$ cat src/logic/rtpc_pkg.sv
// ============================================================
// shared constants and types
package rtpc_pkg;

  // sizes
  localparam int RTPC_N_STREAMS = 16;
  localparam int RTPC_N_BUF_EN  = 2;
  localparam int RTPC_IR_W      = 4;
  localparam int RTPC_DR_W      = 32;
  localparam int RTPC_SYNC_W    = 2;

  // instruction codes and capture pattern
  localparam logic [RTPC_IR_W-1:0] RTPC_IR_IDCODE  = 4'h1;
  localparam logic [RTPC_IR_W-1:0] RTPC_IR_BYPASS  = 4'hf;
  localparam logic [RTPC_IR_W-1:0] RTPC_IR_CAPTURE = 4'h1;

  // identity value, arbitrary, bit 0 set as the scan chain expects
  localparam logic [RTPC_DR_W-1:0] RTPC_IDCODE_DEFAULT = 32'h0000_0001;

  // reset values of the pin state
  localparam logic RTPC_STREAM_RST_DATA = 1'b1;
  localparam logic RTPC_STREAM_RST_OE   = 1'b0;
  localparam logic RTPC_BUF_EN_RST      = 1'b0;
  localparam logic RTPC_TDO_RST_OE      = 1'b0;

  // test access port controller states
  typedef enum logic [3:0] {
    TAP_RESET, TAP_IDLE,
    TAP_SEL_DR, TAP_CAP_DR, TAP_SHIFT_DR, TAP_EXIT1_DR, TAP_PAUSE_DR, TAP_EXIT2_DR, TAP_UPD_DR,
    TAP_SEL_IR, TAP_CAP_IR, TAP_SHIFT_IR, TAP_EXIT1_IR, TAP_PAUSE_IR, TAP_EXIT2_IR, TAP_UPD_IR
  } rtpc_tap_state_t;

endpackage : rtpc_pkg

$ cat src/logic/rtpc_rst_if.sv
`timescale 1ns/1ps
// ============================================================
// carrier between top and device reset control
interface rtpc_rst_if #(
  parameter int N_BUF_EN = rtpc_pkg::RTPC_N_BUF_EN
);
  logic [N_BUF_EN-1:0] core_loc_en;
  logic [N_BUF_EN-1:0] core_bkp_en;
  logic [N_BUF_EN-1:0] loc_en;
  logic [N_BUF_EN-1:0] bkp_en;
  logic                core_rst_n;

  modport top (output core_loc_en, output core_bkp_en,
               input  loc_en, input bkp_en, input core_rst_n);
  modport rst (input  core_loc_en, input core_bkp_en,
               output loc_en, output bkp_en, output core_rst_n);
endinterface // rtpc_rst_if

$ cat src/logic/rtpc_rst_ctl.sv
`timescale 1ns/1ps
// ============================================================
// device reset: async entry, synchronised release
module rtpc_rst_ctl #(
  parameter int N_BUF_EN = rtpc_pkg::RTPC_N_BUF_EN
) (
  // clock and resets
  input  wire logic clk_i,
  input  wire logic rstn_i,
  input  wire logic dev_rst_n_i,
  // carrier
  rtpc_rst_if.rst   rif
);
  import rtpc_pkg::*;

  if (N_BUF_EN < 1) begin : g_bad_width
    $error("rtpc_rst_ctl: N_BUF_EN must be at least 1");
  end

  typedef struct packed {
    logic [RTPC_SYNC_W-1:0] rel_s;
    logic [N_BUF_EN-1:0]    loc_en;
    logic [N_BUF_EN-1:0]    bkp_en;
  } rtpc_rst_st_t;

  localparam rtpc_rst_st_t ST_RST = '{
    rel_s:  '0,
    loc_en: {N_BUF_EN{RTPC_BUF_EN_RST}},
    bkp_en: {N_BUF_EN{RTPC_BUF_EN_RST}}
  };

  rtpc_rst_st_t q;
  rtpc_rst_st_t d;

  // ============================================================
  // next state: release shifts in, enables pass only out of reset
  always_comb begin
    d        = q;
    d.rel_s  = {q.rel_s[0], 1'b1};                          // RULE_12
    d.loc_en = q.rel_s[1] ? rif.core_loc_en : {N_BUF_EN{RTPC_BUF_EN_RST}}; // RULE_03
    d.bkp_en = q.rel_s[1] ? rif.core_bkp_en : {N_BUF_EN{RTPC_BUF_EN_RST}}; // RULE_11
    if (!rstn_i) begin
      d = ST_RST;
    end
  end

  // state register, cleared at once by the pin
  always_ff @(posedge clk_i or negedge dev_rst_n_i) begin
    if (!dev_rst_n_i) begin
      q <= ST_RST;                                           // RULE_01
    end else begin
      q <= d;
    end
  end

  // outputs straight from flops
  assign rif.core_rst_n = q.rel_s[1];                       // RULE_04
  assign rif.loc_en     = q.loc_en;
  assign rif.bkp_en     = q.bkp_en;
endmodule // rtpc_rst_ctl

$ cat src/logic/rtpc_top.sv
`timescale 1ns/1ps
// Notes on behaviour
// [RULE_01] device reset enters at once, asynchronously; leaves only on the internal clock
// [RULE_02] in reset, serial outputs are driven high or tri-stated per select pins
// [RULE_03] reset drives all per-channel buffer enable outputs low
// [RULE_04] reset clears every register and counter of the device; here device reset leaves the test port state untouched
// [RULE_05] test data out changes on each falling test clock edge
// [RULE_06] test data out is high impedance unless scan shifting is active
// [RULE_07] low test reset forces the controller to Test-Logic-Reset without clock edge
// [RULE_08] test equipment pulses test reset low at power-up for scan testing
// [RULE_09] system holds test reset low during normal switching operation
// [RULE_10] controller follows mode select on test clock; shifts instructions, data from input
// [RULE_11] low buffer enable disables external buffer, high enables it
// [RULE_12] reset release passes a two-stage synchroniser on the internal clock
// [RULE_13] test reset and device reset act independently of each other
// ============================================================
// reset and test port control top
module rtpc_top #(
  parameter int          N_STREAMS = rtpc_pkg::RTPC_N_STREAMS,
  parameter int          N_BUF_EN  = rtpc_pkg::RTPC_N_BUF_EN,
  parameter logic [31:0] IDCODE    = rtpc_pkg::RTPC_IDCODE_DEFAULT  // arbitrary value
) (
  // clock and reset
  input  wire logic                 clk_i,
  input  wire logic                 rstn_i,
  // device reset pin and reset-state selects
  input  wire logic                 dev_rst_n_i,
  input  wire logic                 local_output_reset_state_select_i,
  input  wire logic                 backplane_output_reset_state_select_i,
  // switching core stream state
  input  wire logic [N_STREAMS-1:0] core_local_data_i,
  input  wire logic [N_STREAMS-1:0] core_local_oe_i,
  input  wire logic [N_STREAMS-1:0] core_backplane_data_i,
  input  wire logic [N_STREAMS-1:0] core_backplane_oe_i,
  input  wire logic [N_BUF_EN-1:0]  core_local_buf_en_i,
  input  wire logic [N_BUF_EN-1:0]  core_backplane_buf_en_i,
  // test port pins
  input  wire logic                 tck_i,
  input  wire logic                 tms_i,
  input  wire logic                 tdi_i,
  input  wire logic                 trst_n_i,
  // serial stream pins
  output logic [N_STREAMS-1:0]      local_serial_output_streams_o,
  output logic [N_STREAMS-1:0]      local_serial_output_streams_oe_o,
  output logic [N_STREAMS-1:0]      backplane_serial_output_streams_o,
  output logic [N_STREAMS-1:0]      backplane_serial_output_streams_oe_o,
  // external buffer enables
  output logic [N_BUF_EN-1:0]       local_channel_buffer_enables_o,
  output logic [N_BUF_EN-1:0]       backplane_channel_buffer_enables_o,
  // core reset and test data out
  output logic                      core_rst_n_o,
  output logic                      tdo_o,
  output logic                      tdo_oe_o
);
  import rtpc_pkg::*;

  if (N_STREAMS < 1 || N_STREAMS > RTPC_N_STREAMS) begin : g_bad_streams
    $error("rtpc_top: N_STREAMS out of range");
  end

  // ============================================================
  // state
  typedef struct packed {
    logic [RTPC_SYNC_W-1:0] trst_s;
    logic [RTPC_SYNC_W-1:0] tck_s;
    logic [RTPC_SYNC_W-1:0] tms_s;
    logic [RTPC_SYNC_W-1:0] tdi_s;
    logic [RTPC_SYNC_W-1:0] lsel_s;
    logic [RTPC_SYNC_W-1:0] bsel_s;
    logic                   tck_prev;
    rtpc_tap_state_t        st;
    logic [RTPC_IR_W-1:0]   ir_sh;
    logic [RTPC_IR_W-1:0]   ir;
    logic [RTPC_DR_W-1:0]   dr_sh;
    logic                   tdo;
    logic                   tdo_oe;
    logic [N_STREAMS-1:0]   lst_d;
    logic [N_STREAMS-1:0]   lst_oe;
    logic [N_STREAMS-1:0]   bst_d;
    logic [N_STREAMS-1:0]   bst_oe;
  } rtpc_main_st_t;

  localparam rtpc_main_st_t ST_RST = '{
    trst_s: '0, tck_s: '0, tms_s: '0, tdi_s: '0, lsel_s: '0, bsel_s: '0,
    tck_prev: 1'b0, st: TAP_RESET, ir_sh: '0, ir: RTPC_IR_IDCODE, dr_sh: '0,
    tdo: 1'b0, tdo_oe: RTPC_TDO_RST_OE,
    lst_d: {N_STREAMS{RTPC_STREAM_RST_DATA}}, lst_oe: {N_STREAMS{RTPC_STREAM_RST_OE}},
    bst_d: {N_STREAMS{RTPC_STREAM_RST_DATA}}, bst_oe: {N_STREAMS{RTPC_STREAM_RST_OE}}
  };

  rtpc_main_st_t q;
  rtpc_main_st_t d;
  logic          tck_rise;
  logic          tck_fall;
  logic          in_dev_rst;

  // ============================================================
  // test access port state transitions
  function automatic rtpc_tap_state_t rtpc_tap_next(input rtpc_tap_state_t s,
                                                    input logic tms);
    case (s)
      TAP_RESET:    return tms ? TAP_RESET    : TAP_IDLE;
      TAP_IDLE:     return tms ? TAP_SEL_DR   : TAP_IDLE;
      TAP_SEL_DR:   return tms ? TAP_SEL_IR   : TAP_CAP_DR;
      TAP_CAP_DR:   return tms ? TAP_EXIT1_DR : TAP_SHIFT_DR;
      TAP_SHIFT_DR: return tms ? TAP_EXIT1_DR : TAP_SHIFT_DR;
      TAP_EXIT1_DR: return tms ? TAP_UPD_DR   : TAP_PAUSE_DR;
      TAP_PAUSE_DR: return tms ? TAP_EXIT2_DR : TAP_PAUSE_DR;
      TAP_EXIT2_DR: return tms ? TAP_UPD_DR   : TAP_SHIFT_DR;
      TAP_UPD_DR:   return tms ? TAP_SEL_DR   : TAP_IDLE;
      TAP_SEL_IR:   return tms ? TAP_RESET    : TAP_CAP_IR;
      TAP_CAP_IR:   return tms ? TAP_EXIT1_IR : TAP_SHIFT_IR;
      TAP_SHIFT_IR: return tms ? TAP_EXIT1_IR : TAP_SHIFT_IR;
      TAP_EXIT1_IR: return tms ? TAP_UPD_IR   : TAP_PAUSE_IR;
      TAP_PAUSE_IR: return tms ? TAP_EXIT2_IR : TAP_PAUSE_IR;
      TAP_EXIT2_IR: return tms ? TAP_UPD_IR   : TAP_SHIFT_IR;
      TAP_UPD_IR:   return tms ? TAP_SEL_DR   : TAP_IDLE;
      default:      return TAP_RESET;
    endcase
  endfunction

  // ============================================================
  // device reset control and carrier
  rtpc_rst_if #(.N_BUF_EN(N_BUF_EN)) rst_if ();

  assign rst_if.core_loc_en = core_local_buf_en_i;
  assign rst_if.core_bkp_en = core_backplane_buf_en_i;

  rtpc_rst_ctl #(
    .N_BUF_EN (N_BUF_EN)
  ) u_rst_ctl (
    .clk_i       (clk_i),
    .rstn_i      (rstn_i),
    .dev_rst_n_i (dev_rst_n_i),
    .rif         (rst_if.rst)
  );

  // edges of the sampled test clock, from the second stage only
  assign tck_rise   = q.tck_s[1] & ~q.tck_prev;
  assign tck_fall   = ~q.tck_s[1] & q.tck_prev;
  assign in_dev_rst = ~rst_if.core_rst_n;

  // ============================================================
  // next state
  always_comb begin
    d          = q;
    d.trst_s   = {q.trst_s[0], trst_n_i};
    d.tck_s    = {q.tck_s[0], tck_i};
    d.tms_s    = {q.tms_s[0], tms_i};
    d.tdi_s    = {q.tdi_s[0], tdi_i};
    d.lsel_s   = {q.lsel_s[0], local_output_reset_state_select_i};
    d.bsel_s   = {q.bsel_s[0], backplane_output_reset_state_select_i};
    d.tck_prev = q.tck_s[1];

    // rising test clock: step controller, capture and shift
    if (tck_rise) begin
      d.st = rtpc_tap_next(q.st, q.tms_s[1]);                // RULE_10
      case (q.st)
        TAP_RESET:    d.ir    = RTPC_IR_IDCODE;
        TAP_CAP_IR:   d.ir_sh = RTPC_IR_CAPTURE;
        TAP_SHIFT_IR: d.ir_sh = {q.tdi_s[1], q.ir_sh[RTPC_IR_W-1:1]}; // RULE_10
        TAP_CAP_DR:   d.dr_sh = (q.ir == RTPC_IR_IDCODE) ? IDCODE : '0;
        TAP_SHIFT_DR: begin
          if (q.ir == RTPC_IR_IDCODE) begin
            d.dr_sh = {q.tdi_s[1], q.dr_sh[RTPC_DR_W-1:1]};
          end else begin
            d.dr_sh = {q.dr_sh[RTPC_DR_W-1:1], q.tdi_s[1]};   // one-bit bypass
          end
        end
        default: ;
      endcase
    end

    // falling test clock: drive data out, update instruction
    if (tck_fall) begin
      d.tdo    = (q.st == TAP_SHIFT_IR) ? q.ir_sh[0] : q.dr_sh[0];   // RULE_05
      d.tdo_oe = (q.st == TAP_SHIFT_DR) || (q.st == TAP_SHIFT_IR);    // RULE_06
      if (q.st == TAP_UPD_IR) begin
        d.ir = q.ir_sh;
      end
    end

    // test reset wins over the clock, device reset never touches it
    if (!q.trst_s[1]) begin
      d.st     = TAP_RESET;                                   // RULE_07 RULE_13
      d.ir     = RTPC_IR_IDCODE;
      d.tdo_oe = RTPC_TDO_RST_OE;                             // RULE_06
    end

    // serial streams: reset state per select pin, else core
    if (in_dev_rst) begin
      d.lst_d  = {N_STREAMS{RTPC_STREAM_RST_DATA}};           // RULE_02
      d.lst_oe = {N_STREAMS{q.lsel_s[1]}};
      d.bst_d  = {N_STREAMS{RTPC_STREAM_RST_DATA}};
      d.bst_oe = {N_STREAMS{q.bsel_s[1]}};                    // RULE_02
    end else begin
      d.lst_d  = core_local_data_i;
      d.lst_oe = core_local_oe_i;
      d.bst_d  = core_backplane_data_i;
      d.bst_oe = core_backplane_oe_i;
    end

    if (!rstn_i) begin
      d = ST_RST;                                             // RULE_04
    end
  end

  // state register
  always_ff @(posedge clk_i) begin
    q <= d;
  end

  // ============================================================
  // outputs
  assign local_serial_output_streams_o        = q.lst_d;
  assign local_serial_output_streams_oe_o     = q.lst_oe;
  assign backplane_serial_output_streams_o    = q.bst_d;
  assign backplane_serial_output_streams_oe_o = q.bst_oe;
  assign local_channel_buffer_enables_o       = rst_if.loc_en;
  assign backplane_channel_buffer_enables_o   = rst_if.bkp_en;
  assign core_rst_n_o                         = rst_if.core_rst_n;
  assign tdo_o                                = q.tdo;
  assign tdo_oe_o                             = q.tdo_oe;
endmodule // rtpc_top

$ cat config.mk
export PLATFORM = sky130hd
export DESIGN_NAME = rtpc_top
export DESIGN_NICKNAME = d
export VERILOG_FILES = /design/src/logic/rtpc_pkg.sv /design/src/logic/rtpc_rst_if.sv /design/src/logic/rtpc_rst_ctl.sv /design/src/logic/rtpc_top.sv
export SDC_FILE = /design/constraint.sdc
export NUM_CORES = 1
export LEC_CHECK = 0
export BUFFER_PORTS_ARGS = -buffer_cell sky130_fd_sc_hd__buf_2
export CAP_MARGIN = 10
export CORE_MARGIN = 2
export CORE_UTILIZATION = 54
export DETAILED_ROUTE_END_ITERATION = 12
export PLACE_DENSITY = 0.84
export SYNTH_ARGS = -nofsm -noshare
export SYNTH_HDL_FRONTEND = slang
export SYNTH_HIERARCHICAL = 1
export SYNTH_SLANG_ARGS = --single-unit
$ cat constraint.sdc
create_clock -name clk_i -period 3.52 [get_ports clk_i]
set_clock_uncertainty 0.15 [all_clocks]
set_input_delay 0 -clock clk_i [delete_from_list [all_inputs] [get_ports clk_i]]
set_output_delay 0 -clock clk_i [all_outputs]
set_load 0.01 [all_outputs]
=== Yosys cells after proc, flatten, opt, wreduce, memory -nomap -nowiden ===
Index checks and enable logic that the tools add are counted.

* Register bits after elaboration: 129
* Output and inout bits: 71
* Input port bits: 77
* Logic and storage cells: 80

* Bitwise logic cells: 4
* Equality and inequality tests: 17
* Reduce and logical (&&, ||, !) cells: 12
* Mux-type cells: 26

{| class="wikitable"
|+ Operator list
! kind !! count
|-
| 32-bit one-hot mux with 2 select lines || 1
|-
| 48-bit 2-to-1 mux || 1
|-
| 4-bit one-hot mux with 12 select lines || 1
|-
| 36-bit 2-to-1 mux || 1
|-
| 4-bit == test (second input constant) || 8
|-
| 32-bit 2-to-1 mux || 1
|-
| 4-bit 2-to-1 mux || 7
|-
| 4-bit by 3-bit == test with 1-bit output (second input constant) || 4
|-
| 2-bit 2-to-1 mux || 5
|-
| 4-bit by 1-bit == test with 1-bit output (second input constant) || 2
|-
| 4-bit by 2-bit == test with 1-bit output (second input constant) || 2
|-
| 4-bit one-hot mux with 2 select lines || 1
|-
| 2-bit AND reduction || 4
|-
| 3-bit 2-to-1 mux || 2
|-
| 6-bit 2-to-1 mux || 1
|-
| 1-bit 2-to-1 mux || 5
|-
| 4-bit zero test || 1
|-
| 2-bit nonzero test || 2
|-
| 2-bit OR reduction || 2
|-
| 3-bit AND reduction || 1
|-
| 3-bit OR reduction || 1
|-
| 1-bit AND || 2
|-
| 2-bit != test (second input constant) || 1
|-
| 1-bit NOT || 2
|-
| 1-bit logical OR || 1
|}

=== Logic depth before layout (Yosys ltp) ===
Gate-level depths: netlist (run 1).

* Depth after elaboration: 6
* Depth in mapped cells: 6
* Gate-level depth less buffers: 4

=== By module ===
Netlist (run 1), hierarchy kept.

{| class="wikitable"
|+ By module, submodules not included
! module !! sequential area each (um^2) !! area an instance (um^2) !! cells an instance !! instances
|-
| rtpc_top || 2462.4 || 4513.1 || 444 || 1
|-
| rtpc_rst_ctl || 150.1 || 212.7 || 15 || 1
|}

=== Worst setup path before layout (run 1) ===
No wires, ideal clock.

* Kind: reg-to-reg
* Start: register q[101] (netlist bit)
* End: register q[68] (netlist bit)
* Arrival: 1.333 ns
* Setup slack: 1.915 ns
* Data required time: 3.248 ns
* Period minus slack after synthesis: 1.605 ns
* Stages on the path, launching flop included: 6
* Library setup time: 0.122 ns
* Path through: dfxtp_1 -> nor4b_4 -> nand3_2 -> a211oi_4 -> buf_6 -> o22ai_1

* Cells in the longest elaborated chain, start to end: 3

{| class="wikitable"
|+ Ends and longest elaborated chain
! element !! line !! source
|-
| start, declared || rtpc_top.sv:91 || <nowiki>rtpc_main_st_t q;</nowiki>
|-
| start signal, assigned || rtpc_top.sv:210 || <nowiki>q <= d;</nowiki>
|-
| 4-bit by 1-bit == test with 1-bit output || rtpc_top.sv:164 || <nowiki>if (q.ir == RTPC_IR_IDCODE) begin</nowiki>
|-
| 2-bit != test (no line) || -- ||
|-
| 3-bit AND reduction (no line) || -- ||
|}

Every way passes these cells.
A chain may end at the register's enable or synchronous reset.

=== Final worst setup path (run 1) ===
* Start: input rstn_i
* End: register q, in the netlist backplane_serial_output_streams_o[3]

* Cells in the longest elaborated chain, start to end: 1

{| class="wikitable"
|+ Ends and longest elaborated chain
! element !! line !! source
|-
| start, declared || rtpc_top.sv:25 || <nowiki>input wire logic rstn_i,</nowiki>
|-
| 2-bit AND reduction (no line) || -- ||
|}

Every way passes these cells.

==> tab_implementation.tex, run 1 <==
\begin{tabular}{lr}
\hline
Metric & Value \\
\hline
\multicolumn{2}{l}{\textbf{Logic synthesis}} \\
\quad Register bit total from synthesis & approximately 130 \\
\quad Number of different library cells in the post-synthesis netlist & 43 \\
\quad Mapped cell area & 0.00473 mm² \\
\quad Share of synthesized registers carrying an async set or reset & 0.0465 \\
\quad Mean cell area of the mapped netlist & 10.3 µm² \\
\quad Cell types with the largest area share after synthesis & dfxtp\_1 52\%, buf\_4 11\%, a21o\_1 5.2\% \\
\quad Total nets after synthesis & approximately 540 \\
\quad EDFF count, synth & 0 \\
\quad Portion of synthesized cell area occupied by the leading cell type & 0.521 \\
\quad Yosys synthesis warning count & 6 \\
\quad Dominant register cell in the synthesized netlist & dfxtp\_1 \\
\quad Leading post-synthesis cells by instance count & 123 x dfxtp\_1, 68 x buf\_4, 40 x nand2\_1 \\
\quad Post-synthesis sequential area ratio & 0.553 \\
\quad Cell type with the largest total area after synthesis & dfxtp\_1 \\
\quad Number of cells produced by synthesis & 459 \\
\quad Most common cell in the netlist & dfxtp\_1 \\
\multicolumn{2}{l}{\textbf{Place}} \\
\quad Count of buffers from port buffering & 147 \\
\quad Standard cell area after detailed placement & 0.00495 mm² \\
\quad DP Worst Slack & 1610 ps \\
\quad Weighted congestion reported at the end of routability-driven placement & 0.780 \\
\quad Post-DP HPWL & just under 6000 µm \\
\multicolumn{2}{l}{\textbf{Timing}} \\
\quad Max frequency & 0.482 GHz \\
\quad Hold Fails Final Rpt & 0 \\
\quad Final worst path period share & 0.590 \\
\quad Count of pins over their slew limit & 0 \\
\quad Setup ws final & roughly 1400 ps \\
\quad Minimum clock period after layout & 2080 ps \\
\quad Sum of negative setup slack & 0 ps \\
\quad Unrepaired setup endpoints after global routing & no \\
\quad Slew at the pin closest to its max-slew limit & 1120 ps \\
\quad Worst rel slew slack & 0.256 \\
\quad Final setup fails & 0 \\
\multicolumn{2}{l}{\textbf{Floorplan}} \\
\quad Die Span X & between 90 and 100 µm \\
\quad Effective utilization at floorplan & 0.550 \\
\quad Die Span Y & slightly below 100 µm \\
\quad DIE AREA & 0.00952 mm² \\
\quad Core Region & 0.00859 mm² \\
\quad Boundary Pins & roughly 150 \\
\quad Standard-cell row count & 34 \\
\multicolumn{2}{l}{\textbf{Routing}} \\
\quad Antenna-violating nets left & 0 \\
\quad Number of DRC markers after the initial detailed-route iteration & 197 \\
\quad Number of detailed-route iterations in the first pass & 4 \\
\quad DRC violation count after routing & 0 \\
\quad Avg Vias per Cell & about 5 \\
\quad Detailed-route wire length per cell & 16.4 µm \\
\quad Total wire length after detailed routing & 11900 µm \\
\quad Total via count in the routed design & 3666 \\
\multicolumn{2}{l}{\textbf{Clock tree}} \\
\quad Total setup buffers inserted after CTS & 0 \\
\quad Inserted Clock Buffers & 17 \\
\quad Clk Latency, worst-skew pair & 520 ps \\
\quad CTS tree & yes \\
\quad Clock root buffer & clkbuf\_8 \\
\quad Total number of H-tree levels & 4 \\
\quad Number of clock sinks & 129 \\
\quad Maximum count of clock buffers along a single path & 2 \\
\quad Number of hold buffers added after CTS & 77 \\
\quad Worst-path clk slew & approximately 60 ps \\
\quad Post-cts repair resize count & 0 \\
\multicolumn{2}{l}{\textbf{Global route}} \\
\quad Met1 track demand over resource in global routing & 0.272 \\
\quad Maximum number of pins on one net before global-route repair & 65 \\
\quad Initial antenna violation count & 1 \\
\quad Most congested layer reported by global routing & met2 \\
\quad Routing usage on met3 & 0.0763 \\
\quad Met2 track demand over resource in global routing & 0.454 \\
\quad Global-route congestion overflow total & 0 \\
\quad Global-route usage over all layers & 0.252 \\
\quad Via count of the first global-routing pass & 3613 \\
\quad Wire length of the first global-routing pass & 18700 µm \\
\multicolumn{2}{l}{\textbf{Power}} \\
\quad Power density cells & between 500 and 600 mW/mm² \\
\quad Total power of the final layout & 3.38 mW \\
\quad Largest voltage drop on the vdd net & around 0.00030 V \\
\quad Leak & 2.92 nW \\
\multicolumn{2}{l}{\textbf{Finish}} \\
\quad Summed area of non-filler cells in the final layout & about 0.0063 mm² \\
\quad Utilization after layout & 0.731 \\
\quad Share of post-route cells with drive strength above 1 & 0.304 \\
\quad Final layout net count & 682 \\
\quad Signed area change from the synthesized netlist to the final layout & 33.0\% \\
\multicolumn{2}{l}{\textbf{Setup path}} \\
\quad Crit path DAT & 2270 ps \\
\quad Required @ worst endpoint & 3720 ps \\
\quad Endpoint kind of the worst setup timing path & register \\
\quad Startpoint class of the critical path & input pin \\
\quad Maximum net fanout on the critical path & 64 \\
\quad Crit path kind & in2reg \\
\multicolumn{2}{l}{\textbf{Run}} \\
\quad Max-cap check violation count & 0 \\
\multicolumn{2}{l}{\textbf{Status}} \\
\quad Status & complete, no violations \\
\multicolumn{2}{l}{\textbf{Worst hold path}} \\
\quad Type of the worst min-delay path & in2reg \\
\hline
\end{tabular}
==> worst max-delay path: stages <==
cell           delay (ps)
dlygate4sd3_1         530
buf_2                 510
and2_2               1010
nand2b_1              200
==> cells in the final DEF (no fill, tap or decap), types with 3 or more instances in the layout <==
cell type      synthesis  layout
inv_6                  0       5
clkinv_4               0       3
and2_1                14      13
a21boi_1               3       3
clkbuf_16              0      16
a21oi_1                6       6
nand2_1               40      40
dlygate4sd3_1          0      77
dfxtp_1              123     123
dfrtp_1                6       6
buf_2                 11     147
nor3_1                 3       3
o21ai_0                6       6
buf_4                 68       3
a22o_1                 3       3
o22ai_1               31      31
nand3_1                5       5
nand2b_1              34      34
a21o_1                33      33
a211oi_1               5       5
and3_1                 5       5
nor2b_1                6       6
inv_1                  4       4
nor2_1                 6       6
==> report_power, final <==
part | internal (mW) | switching [mW]
Combinational | 0.131 | 0.0945
Clock | 0.967 | 0.678
Sequential | 1.50 | 0.0143
==> worst paths after layout <==
kind | from | to | slack [ps] | cells after the start
worst min-delay path | core_backplane_data_i[7] | backplane_serial_output_streams_o[7]$_SDFF_PN1_ | 50 | 3
min in group asynchronous | dev_rst_n_i | u_rst_ctl/rif.core_rst_n$_DFF_PN0_ | 310 | 3
worst max-delay path | rstn_i | backplane_serial_output_streams_o[3]$_SDFF_PN1_ | 1440 | 4
max in group asynchronous | dev_rst_n_i | u_rst_ctl/rif.bkp_en[1]$_DFF_PN0_ | 2670 | 3
worst max register to register | q[109]$_SDFFE_PN0P_ | q[98]$_SDFF_PN1_ | 1530 | 4
worst min register to register | q[119]$_SDFF_PN0_ | q[120]$_SDFF_PN0_ | 290 | 1
==> through the flow <==
stage / cells / hold WS [ps]
4_1_cts: 726 / 32.0
3_5_place_dp: 617 / -317
6_report: 727 / 47.2
3_3_place_gp: 617 / -326
2_1_floorplan: 459 / -446
5_1_grt: 727 / 41.5
==> cell families (layout without fill, tap and decap cells) <==
family          count (synthesis)  count (layout)  synth area share
buf+inv                       104             263             0.144
mux                             1               1           0.00212
xor+xnor                        2               2           0.00371
other cells                     0               1                 0
simple gates                  125             125             0.150
compound gates                 98              98             0.147
flops                         129             129             0.553
==> metal layers <==
metal / up-vias / routed length [µm]
li1: 1774 / -
met1: 1722 / 4590
met2: 141 / 6220
met3: 29 / 752
met4: 0 / 333
met5: - / 0
==> cell type report <==
type	count	area, µm²
repair buffers	227	1530
diodes	1	2.50
clock inverters	13	126
fillers	534	2310
flip-flops and latches	129	2610
multi-input cells	226	1430
well taps	108	135
inverters	4	15.0
clock buffers	19	432
==> flip-flops by register name, summed over array words and instances, names as in the netlist <==
signal / cells
u_rst_ctl/rif.loc_en: 2
u_rst_ctl/q: 1
backplane_serial_output_streams_oe_o: 16
tdo_oe_o: 1
backplane_serial_output_streams_o: 16
tdo_o: 1
u_rst_ctl/rif.bkp_en: 2
q: 57
local_serial_output_streams_oe_o: 16
u_rst_ctl/rif.core_rst_n: 1
local_serial_output_streams_o: 16
Note: power is estimated with default switching activity, not from simulation.
==> run 2: changes to the inputs <==
- CORE_UTILIZATION: 54 -> 46
- PLACE_DENSITY: 0.84 -> 0.76
- clock period: 3.52 -> 1.85 ns (I/O delays scaled with it)
==> tab_implementation.tex, run 2 (same netlist as run 1, synthesis figures left out) <==
\begin{tabular}{lr}
\hline
Metric & Value \\
\hline
\multicolumn{2}{l}{\textbf{Routing}} \\
\quad Number of DRC markers after the initial detailed-route iteration & 257 (+30\%) \\
\quad Total wire length after detailed routing & 12100 µm (+1.4\%) \\
\quad Avg Vias per Cell & 4.83 (-4.2\%) \\
\quad Antenna-violating nets left & 0 (unchanged) \\
\quad DRC violation count after routing & 0 (unchanged) \\
\quad Number of detailed-route iterations in the first pass & 4 (unchanged) \\
\quad Detailed-route wire length per cell & 15.7 µm (-4.1\%) \\
\quad Total via count in the routed design & 3716 (+1.4\%) \\
\multicolumn{2}{l}{\textbf{Global route}} \\
\quad Met2 track demand over resource in global routing & 0.394 (-0.0601) \\
\quad Routing usage on met3 & 0.0761 (-0.000192) \\
\quad Most congested layer reported by global routing & met2 \\
\quad Wire length of the first global-routing pass & 18800 µm (+0.52\%) \\
\quad Maximum number of pins on one net before global-route repair & 65 (unchanged) \\
\quad Initial antenna violation count & 0 (-1) \\
\quad Global-route usage over all layers & 0.219 (-0.0327) \\
\quad Met1 track demand over resource in global routing & 0.226 (-0.0453) \\
\quad Via count of the first global-routing pass & 3784 (+4.7\%) \\
\quad Global-route congestion overflow total & 0 (unchanged) \\
\multicolumn{2}{l}{\textbf{Place}} \\
\quad Total instance count after detailed placement & 650 (+5.3\%) \\
\quad Post-DP HPWL & 6290 µm (+7.0\%) \\
\quad Count of buffers from port buffering & 147 (unchanged) \\
\quad Weighted congestion reported at the end of routability-driven placement & 0.786 (+0.74\%) \\
\quad Standard cell area after detailed placement & 0.00507 mm² (+2.3\%) \\
\multicolumn{2}{l}{\textbf{Floorplan}} \\
\quad Die Span Y & 105 µm (+8.0\%) \\
\quad Core Region & 0.00986 mm² (+15\%) \\
\quad Standard-cell row count & 36 (+5.9\%) \\
\quad DIE AREA & 0.0111 mm² (+17\%) \\
\quad Die Span X & 105 µm (+8.0\%) \\
\quad Effective utilization at floorplan & 0.479 (-0.0709) \\
\quad Boundary Pins & 148 (unchanged) \\
\multicolumn{2}{l}{\textbf{Timing}} \\
\quad Count of pins over their slew limit & 0 (unchanged) \\
\quad Final worst path period share & 0.938 \\
\quad Worst hold-check slack & 83.8 ps (+36.6 ps) \\
\quad Max frequency & 0.577 GHz \\
\quad Slew at the pin closest to its max-slew limit & 681 ps (-435 ps) \\
\quad Minimum clock period after layout & 1730 ps \\
\quad Unrepaired setup endpoints after global routing & no \\
\quad Sum of negative setup slack & 0 ps (unchanged) \\
\quad Worst rel slew slack & 0.546 (+0.290) \\
\quad Final setup fails & 0 (unchanged) \\
\quad Hold Fails Final Rpt & 0 (unchanged) \\
\multicolumn{2}{l}{\textbf{Finish}} \\
\quad Count of placed standard cells in the final layout, fillers left out & 769 (+5.8\%) \\
\quad Antenna Cells & 0 (-1) \\
\quad Signed area change from the synthesized netlist to the final layout & 39.4\% \\
\quad Most common cell after layout, fill and taps aside & buf\_2 \\
\quad Most used cells in the layout excluding fill and tap cells & 147 x buf\_2, 121 x dfxtp\_1, 87 x dlygate4sd3\_1 \\
\quad Summed area of non-filler cells in the final layout & 0.00659 mm² (+4.9\%) \\
\quad Max FFs per register & 57 (unchanged) \\
\quad Share of post-route cells with drive strength above 1 & 0.313 (+0.00869) \\
\quad Final layout net count & 700 (+2.6\%) \\
\quad Register with the most flip-flops & q \\
\multicolumn{2}{l}{\textbf{Setup path}} \\
\quad Cell Chain, Critical Path & nor4b\_4 > nand3\_2 > a211oi\_4 > buf\_12 > o22ai\_1 \\
\quad FF-to-FF End & q[76]\$\_SDFFE\_PN0P\_ \\
\quad Startpoint class of the critical path & register \\
\quad Register-to-Register Setup Slack & 120 ps (-1410 ps) \\
\quad Crit path kind & reg2reg \\
\quad Endpoint kind of the worst setup timing path & register \\
\quad Maximum net fanout on the critical path & 31 (-52\%) \\
\quad CP max-delay cell & nor4b\_4 \\
\quad Slowest Stage Delay on Critical Path & 380 ps (-630 ps) \\
\quad Cell depth of the worst flop-to-flop path & 5 (+1) \\
\quad Crit path DAT & 1950 ps (-320 ps) \\
\quad Crit path launch & q[101]\$\_SDFF\_PN0\_ \\
\quad Setup crit end & q[76]\$\_SDFFE\_PN0P\_ \\
\quad Beginning of the worst register-to-register path & q[101]\$\_SDFF\_PN0\_ \\
\quad Required @ worst endpoint & 2070 ps (-1650 ps) \\
\multicolumn{2}{l}{\textbf{Power}} \\
\quad Power density cells & 1050 mW/mm² (+95\%) \\
\quad Leak & 3.07 nW (+5.4\%) \\
\quad Largest voltage drop on the vdd net & 0.000738 V (+140\%) \\
\multicolumn{2}{l}{\textbf{Clock tree}} \\
\quad Worst-path clk slew & 60 ps (about the same) \\
\quad Clock root buffer & clkbuf\_8 \\
\quad CTS tree & yes \\
\quad Number of clock sinks & 129 (unchanged) \\
\quad Inserted Clock Buffers & 17 (unchanged) \\
\quad Total number of H-tree levels & 4 (unchanged) \\
\quad Maximum count of clock buffers along a single path & 2 (unchanged) \\
\quad Clk Latency, worst-skew pair & 490 ps (-30 ps) \\
\multicolumn{2}{l}{\textbf{Run}} \\
\quad Max-cap check violation count & 0 (unchanged) \\
\multicolumn{2}{l}{\textbf{Worst hold path}} \\
\quad Number of instances on the worst hold path & 3 (unchanged) \\
\quad Type of the worst min-delay path & in2reg \\
\multicolumn{2}{l}{\textbf{Status}} \\
\quad Status & complete, no violations \\
\hline
\end{tabular}
## run 2: final cells by class
class | instances | area, µm²
Fill cell | 664 | 3270
Sequential cell | 129 | 2620
Timing Repair Buffer | 245 | 1710
Multi-Input combinational cell | 226 | 1430
Clock buffer | 19 | 442
Clock inverter | 13 | 205
Tap cell | 133 | 166
Inverter | 4 | 15.0
## run 2: worst min path at each step
stage | from | to
floorplan | dev_rst_n_i | u_rst_ctl/q[4]$_DFF_PN0_
global placement | dev_rst_n_i | u_rst_ctl/rif.core_rst_n$_DFF_PN0_
detailed placement | dev_rst_n_i | u_rst_ctl/q[4]$_DFF_PN0_
CTS | core_backplane_data_i[11] | backplane_serial_output_streams_o[11]$_SDFF_PN1_
global route | core_backplane_data_i[9] | backplane_serial_output_streams_o[9]$_SDFF_PN1_
finish | core_local_data_i[10] | local_serial_output_streams_o[10]$_SDFF_PN1_
## run 2: metal layers
metal	wire, µm	part of all wire
met1	4790	0.40
met3	678	0.056
met4	296	0.025
met5	0	0
met2	6290	0.52
## run 2: per-stage QoR
step,utilization,power [mW],setup slack (ps)
6_report,0.668,6.92,116
3_5_place_dp,0.514,3.22,117
2_1_floorplan,-,3.13,245
4_1_cts,0.668,6.94,10.4
3_3_place_gp,0.514,3.21,190
5_1_grt,0.668,7.17,26.1
## run 2: worst max-delay path, delay by kind of cell, from the launching register on
family | cells | cell delay, ps
AO/OA/AOI/OAI | 2 | 390
buffers and inverters | 1 | 210
flip-flops | 1 | 330
AND/OR/NAND/NOR | 2 | 520
## run 2: report_power, final
group	switching [mW]	internal (mW)
Combinational	0.182	0.267
Clock	1.19	2.40
Sequential	0.0258	2.85
## run 2: repair_timing
item | CTS | global route
hold buffers | 87 | 0
resized for setup | 0 | 2
endpoints found under the hold margin | 131 | 0
endpoints found under the setup margin | 0 | 4
setup buffers | 0 | 0
